## config.mk

```make
export PLATFORM = sky130hd
export DESIGN_NAME = ats_seq
export DESIGN_NICKNAME = d
export VERILOG_FILES = /design/src/ats_pkg.sv /design/src/ats_sel_if.sv /design/src/ats_route.sv /design/src/ats_seq.sv
export VERILOG_INCLUDE_DIRS = /design/src
export SDC_FILE = /design/constraint.sdc
export NUM_CORES = 1
export LEC_CHECK = 0
export BUFFER_PORTS_ARGS = -buffer_cell sky130_fd_sc_hd__buf_2
export CAP_MARGIN = 15
export CORE_MARGIN = 2
export CORE_UTILIZATION = 30
export DETAILED_ROUTE_END_ITERATION = 10
export PLACE_DENSITY = 0.45
export SLEW_MARGIN = 5
export SYNTH_ARGS = -nofsm -noshare
export SYNTH_HDL_FRONTEND = slang
export SYNTH_HIERARCHICAL = 1
export SYNTH_SLANG_ARGS = --single-unit
```

## constraint.sdc

```tcl
create_clock -name clock -period 3.37 [get_ports clock]
set_clock_uncertainty 0.15 [all_clocks]
set_input_delay 0.5055 -clock clock [delete_from_list [all_inputs] [get_ports clock]]
set_output_delay 0.5055 -clock clock [all_outputs]
set_load 0.03 [all_outputs]
```

## src/ats_params.svh

```systemverilog
// constants for the analog test pin sequencer
// assumes inclusion by bare name from the package and modules
`ifndef ATS_PARAMS_SVH
`define ATS_PARAMS_SVH
`define ATS_NUM_CH   14
`define ATS_IDX_W    4
`define ATS_IDX_ZERO 4'h0
`endif

```

## src/ats_pkg.sv

```systemverilog
// types for the analog test pin sequencer
// assumes ats_params.svh is on the include path
`include "ats_params.svh"
package ats_pkg;
    // gray order along idle, arm, tx, gap, rx, done
    typedef enum logic [2:0] {
        ATS_IDLE = 3'h0,
        ATS_ARM  = 3'h1,
        ATS_TX   = 3'h3,
        ATS_GAP  = 3'h2,
        ATS_RX   = 3'h6,
        ATS_DONE = 3'h7
    } ats_state_t;
    typedef logic [`ATS_IDX_W-1:0] ats_idx_t;
endpackage : ats_pkg

```

## src/ats_sel_if.sv

```systemverilog
// carrier between the sequencer and its route decoder
// assumes ats_pkg is compiled first
`include "ats_params.svh"
interface ats_sel_if;
    import ats_pkg::*;
    ats_state_t state;
    ats_idx_t   idx;
    logic [`ATS_NUM_CH-1:0] tx_sel;
    logic [`ATS_NUM_CH-1:0] rx_sel;
    modport seq   (output state, output idx, input tx_sel, input rx_sel);
    modport route (input state, input idx, output tx_sel, output rx_sel);
endinterface : ats_sel_if

```

## src/ats_route.sv

```systemverilog
// one-hot channel route decode from sequencer state and index
// assumes the sequencer drives state and idx from flip-flops
`include "ats_params.svh"
module ats_route
    import ats_pkg::*;
#(
    parameter int NUM_CH = `ATS_NUM_CH
) (
    ats_sel_if.route sel
);
    wire in_tx = (sel.state == ATS_TX);
    wire in_rx = (sel.state == ATS_RX);

    genvar g;
    generate
        for (g = 0; g < NUM_CH; g = g + 1) begin : g_ch
            wire hit = (sel.idx == ats_idx_t'(g));
            assign sel.tx_sel[g] = in_tx & hit;
            assign sel.rx_sel[g] = in_rx & hit;
        end
    endgenerate
endmodule : ats_route

```

## src/ats_seq.sv

```systemverilog
// analog test pin sequencer: steps tip/ring taps of each channel onto the test pins
// assumes seq_clk and seq_ctl_n are synchronous to clock and far slower than it
// Contract
// - with sequence clock running, control low starts the stepping sequence.
// - first falling sequence edge after control low resets the sequence, no tap.
// - second falling edge taps channel zero transmit tip and ring.
// - seventeenth falling edge taps channel zero receive tip and ring.
// - control high after pulse thirty disconnects taps, channels return normal.
// - control input is the sequencer reset, sequence clock its clock.
`include "ats_params.svh"
module ats_seq
    import ats_pkg::*;
#(
    parameter int NUM_CH = `ATS_NUM_CH
) (
    input  wire logic              clock,
    input  wire logic              sys_rst,
    input  wire logic              seq_clk,
    input  wire logic              seq_ctl_n,
    output logic [NUM_CH-1:0]      tx_tap_en,
    output logic [NUM_CH-1:0]      rx_tap_en,
    output logic                   test_pins_on,
    output logic                   test_mode,
    output logic                   seq_done
);
    ////////////////////////////////////////////////////////////////////////////
    // sequence clock edge detect
    logic       seq_clk_reg;
    ats_state_t state_reg;
    ats_state_t state_next;
    ats_idx_t   idx_reg;
    ats_idx_t   idx_next;

    wire      seq_fall = seq_clk_reg & ~seq_clk;
    wire      last_ch  = (idx_reg == ats_idx_t'(NUM_CH - 1));
    ats_idx_t idx_inc;
    assign idx_inc = idx_reg + ats_idx_t'(1);

    ats_sel_if sel ();
    assign sel.state = state_reg;
    assign sel.idx   = idx_reg;

    ats_route #(.NUM_CH(NUM_CH)) u_route (
        .sel (sel)
    );

    ////////////////////////////////////////////////////////////////////////////
    // step sequencing, advanced only on falling sequence edges
    always_comb begin
        state_next = state_reg;
        idx_next   = idx_reg;
        if (seq_ctl_n) begin
            // control high holds the sequencer in reset
            state_next = ATS_IDLE;
            idx_next   = `ATS_IDX_ZERO;
        end else if (seq_fall) begin
            case (state_reg)
                ATS_IDLE: begin
                    state_next = ATS_ARM;
                    idx_next   = `ATS_IDX_ZERO;
                end
                ATS_ARM: begin
                    state_next = ATS_TX;
                end
                ATS_TX: begin
                    if (last_ch) begin
                        state_next = ATS_GAP;
                        idx_next   = `ATS_IDX_ZERO;
                    end else begin
                        idx_next = idx_inc;
                    end
                end
                ATS_GAP: begin
                    state_next = ATS_RX;
                end
                ATS_RX: begin
                    if (last_ch) begin
                        state_next = ATS_DONE;
                    end else begin
                        idx_next = idx_inc;
                    end
                end
                ATS_DONE: begin
                    // parked until control returns high; extra edges are ignored
                    state_next = ATS_DONE;
                end
                default: begin
                    state_next = ATS_IDLE;
                    idx_next   = `ATS_IDX_ZERO;
                end
            endcase
        end
    end

    wire any_tap   = (|sel.tx_sel) | (|sel.rx_sel);
    wire seq_activ = (state_next != ATS_IDLE);

    ////////////////////////////////////////////////////////////////////////////
    // registers; taps one clock after the state, so outputs stay glitch free
    always_ff @(posedge clock) begin
        if (sys_rst) begin
            seq_clk_reg <= 1'b0;
            state_reg   <= ATS_IDLE;
            idx_reg     <= `ATS_IDX_ZERO;
        end else begin
            seq_clk_reg <= seq_clk;
            state_reg   <= state_next;
            idx_reg     <= idx_next;
        end
    end

    always_ff @(posedge clock) begin
        if (sys_rst) begin
            tx_tap_en    <= '0;
            rx_tap_en    <= '0;
            test_pins_on <= 1'b0;
            test_mode    <= 1'b0;
            seq_done     <= 1'b0;
        end else begin
            tx_tap_en    <= sel.tx_sel;
            rx_tap_en    <= sel.rx_sel;
            test_pins_on <= any_tap;
            test_mode    <= seq_activ;
            seq_done     <= (state_reg == ATS_DONE);
        end
    end
endmodule : ats_seq

```

==> metrics.csv <==
stage,metric,value,unit
outcome,outcome,"finished, final reports clean",
setup_path,crit_buf_inv,0,
global_routing,grt.overflow.total,0,
final_layout,insertedDiodeCount,0,
synth,yosys.area_share.simple,39.3,%
synth,synth_compound_area_share,7.22,%
setup_path,cp.required,3.41,ns
timing,finalSetupTns,0,ns
setup_path,max_stage_delay,0.74,ns
hold_path,hp-class,in2reg,
synth,ys_seq_area_share,43.3,%
synth,syn_inst,176,
setup_path,crit_family,simple AND/OR/NAND/NOR gates,
synth,yosys.area_share.xor_xnor,0.902,%
routing,vias,1311,
clocking,cts-htree-levels,2,
timing,slew_viol_final,0,
synth,yosysTopAreaCell,dfxtp_1,
timing,setup_ws,1.09,ns
clocking,path_clk_slew,0.08,ns
clocking,cts_root_buffer,clkbuf_8,
setup_path,crit_chain,nand2b_1 -> nor3_1 -> nor4_1 -> and4_1 -> a41oi_1,
flow_run,drv_cap,0,
clocking,post_cts_buffers,0,
floorplan,die_x,81.5,µm
floorplan,die_area,6650,µm²
global_routing,grt_pass1_vias,1209,
timing,finalCriticalPeriod,2.28,ns
synth,avgSynthCellArea,10.2,µm²
floorplan,rows,28,
timing,rsz0062_at_grt,false,
placement,port_buffers,34,
synth,ys.flop_type,dfxtp_1,
power_and_ir_drop,p_per_area,390,nW/µm²
setup_path,crit_fanout,16,
setup_path,crit_slowest_cell,dfxtp_1,
synth,yosys_warnings,6,
synth,syn_nets,182,
routing,totalWireLength,3590,µm
synth,synth_top_area_share,43.3,%
synth,synth_edf_count,0,
global_routing,grt_antenna_before_repair,0,
timing,hold_viol_final,0,
floorplan,io_pins,35,
global_routing,grt_max_degree,34,
power_and_ir_drop,leakage,0.000856,µW
placement,dpl_worst_slack,1.13,ns
timing,finalSetupViolCount,0,
synth,netlist_area,1800,µm²
final_layout,drive_above_1_share,36.1,%
synth,synth.area.mux_share,3.05,%
clocking,tritoncts,built,
synth,async_reset_ff_share,0,%
setup_path,critPathKind,reg2reg,
placement,post-dp-hpwl,2670,µm
placement,dpl.cell_count,273,
timing,fin_crit_sh,67.7,%
floorplan,start_util,30.8,%
final_layout,nets,211,
routing,dr.pass1.iters,4,
timing,maxSlewHeadroom,57.2,%
routing,drt_iter0_markers,61,
synth,yosys.area_share.adder,1.39,%
setup_path,cp_data_arrival_time,2.33,ns
synth,synth_top_family_by_area,simple AND/OR/NAND/NOR gates,
synth,synthTopCellsByArea,"dfxtp_1 43%, nor3_2 11%, nor2b_1 10%",
routing,drc_errors,0,
clocking,cts.sinks,39,
timing,tightest_slew,0.641,ns
clocking,postCtsHoldBufs,0,
timing,timing.fmax,0.438,GHz
global_routing,track_usage,11.6,%
power_and_ir_drop,vdd.ir_drop.worst,0.000182,V
clocking,clk_latency,0.28,ns
synth,synth.distinct_cells,42,
placement,place_congestion,0.895,
clocking,cts_inserted_buffers,5,
setup_path,critPathLaunchType,flop,
setup_path,worst_setup_path_end_kind,flop,
floorplan,core_area,5850,µm²
clocking,cts_resized,0,
clocking,clockBufferDepth,2,
routing,ant_nets,0,
final_layout,fin_cells,280,
floorplan,die_h,81.5,µm
final_layout,area_growth,15.3,%
routing,viasPerCell,4.68,
routing,wl_per_cell,12.8,µm
synth,synth_seq_cells,39,
global_routing,grt_pass1_wl,5820,µm
-- where the power goes --
group / internal (µW) / switching (µW)
clock: 161 / 154
sequential: 463 / 4.35
combinational: 9.97 / 19.1
-- per-layer routing --
layer  GRT usage, %  vias up  share of wire, %
met1           13.6      607                43
met4           5.76        0               1.9
li1               -      670                 -
met3           2.75        7               4.7
met2           19.8       27                50
met5              0        -                 0
-- metrics by stage --
| step | total power, µW | util, % | hold WS (ns) | instance area, µm² |
|---|---|---|---|---|
| after floorplan | 500 | - | 0.350 | 1800 |
| after CTS | 823 | 35.5 | 0.322 | 2080 |
| after global routing | 846 | 35.5 | 0.349 | 2080 |
| after global placement | 507 | 34.0 | 0.440 | 1990 |
| final | 811 | 35.5 | 0.320 | 2080 |
| after detailed placement | 507 | 34.0 | 0.458 | 1990 |
-- placed cells by master (no fill, tap or decap), drive strengths merged, types with 4 or more instances in the layout --
| cell type | netlist | routed |
|---|---|---|
| buf | 9 | 34 |
| clkbuf | 3 | 6 |
| dfxtp | 39 | 39 |
| mux2i | 4 | 4 |
| nand2 | 4 | 4 |
| nand2b | 5 | 5 |
| nor2 | 8 | 8 |
| nor2b | 31 | 31 |
| nor3 | 20 | 20 |
| nor4 | 15 | 15 |
| o21ai | 6 | 6 |
-- final cells by class --
| type | instances | area [µm²] |
|---|---|---|
| clock buffer | 6 | 82.6 |
| clock inverter | 1 | 5.00 |
| sequential | 39 | 781 |
| fill | 598 | 3770 |
| multi-input combinational | 122 | 936 |
| tap | 75 | 93.8 |
| timing repair buffer | 34 | 170 |
| inverter | 3 | 11.3 |
-- cells in the mapped netlist, types with 2 or more instances --
library cell  instances
nand2b_1              4
dfxtp_1              39
buf_6                 3
a21oi_1               3
o211ai_1              3
nor3_2               19
nand3b_4              2
buf_2                 6
o21ai_0               5
clkbuf_1              3
nor2_1                8
and2_1                2
ha_1                  2
nand4_1               2
nor4_1               13
mux2i_1               4
inv_1                 3
nand2_1               3
nor2b_1              29
-- cell families after synthesis --
logic type	count (synthesis)
multiplexers	5
flip-flops	39
AND/OR/NAND/NOR	95
buffers and inverters	15
AO/OA/AOI/OAI	19
XOR/XNOR	1
adder cells (fa/ha/maj)	2
-- worst paths after layout --
check	end	cells after the start	startpoint	slack [ns]
setup / recovery	test_pins_on$_SDFF_PP0_	5	idx_reg[0]$_SDFFE_PP0P_	1.09
hold / removal	seq_clk_reg$_SDFF_PP0_	2	seq_clk	0.32
setup reg to reg	test_pins_on$_SDFF_PP0_	5	idx_reg[0]$_SDFFE_PP0P_	1.09
hold reg to reg	idx_reg[3]$_SDFFE_PP0P_	2	idx_reg[3]$_SDFFE_PP0P_	0.46
Note: power is estimated with default switching activity, not from simulation.
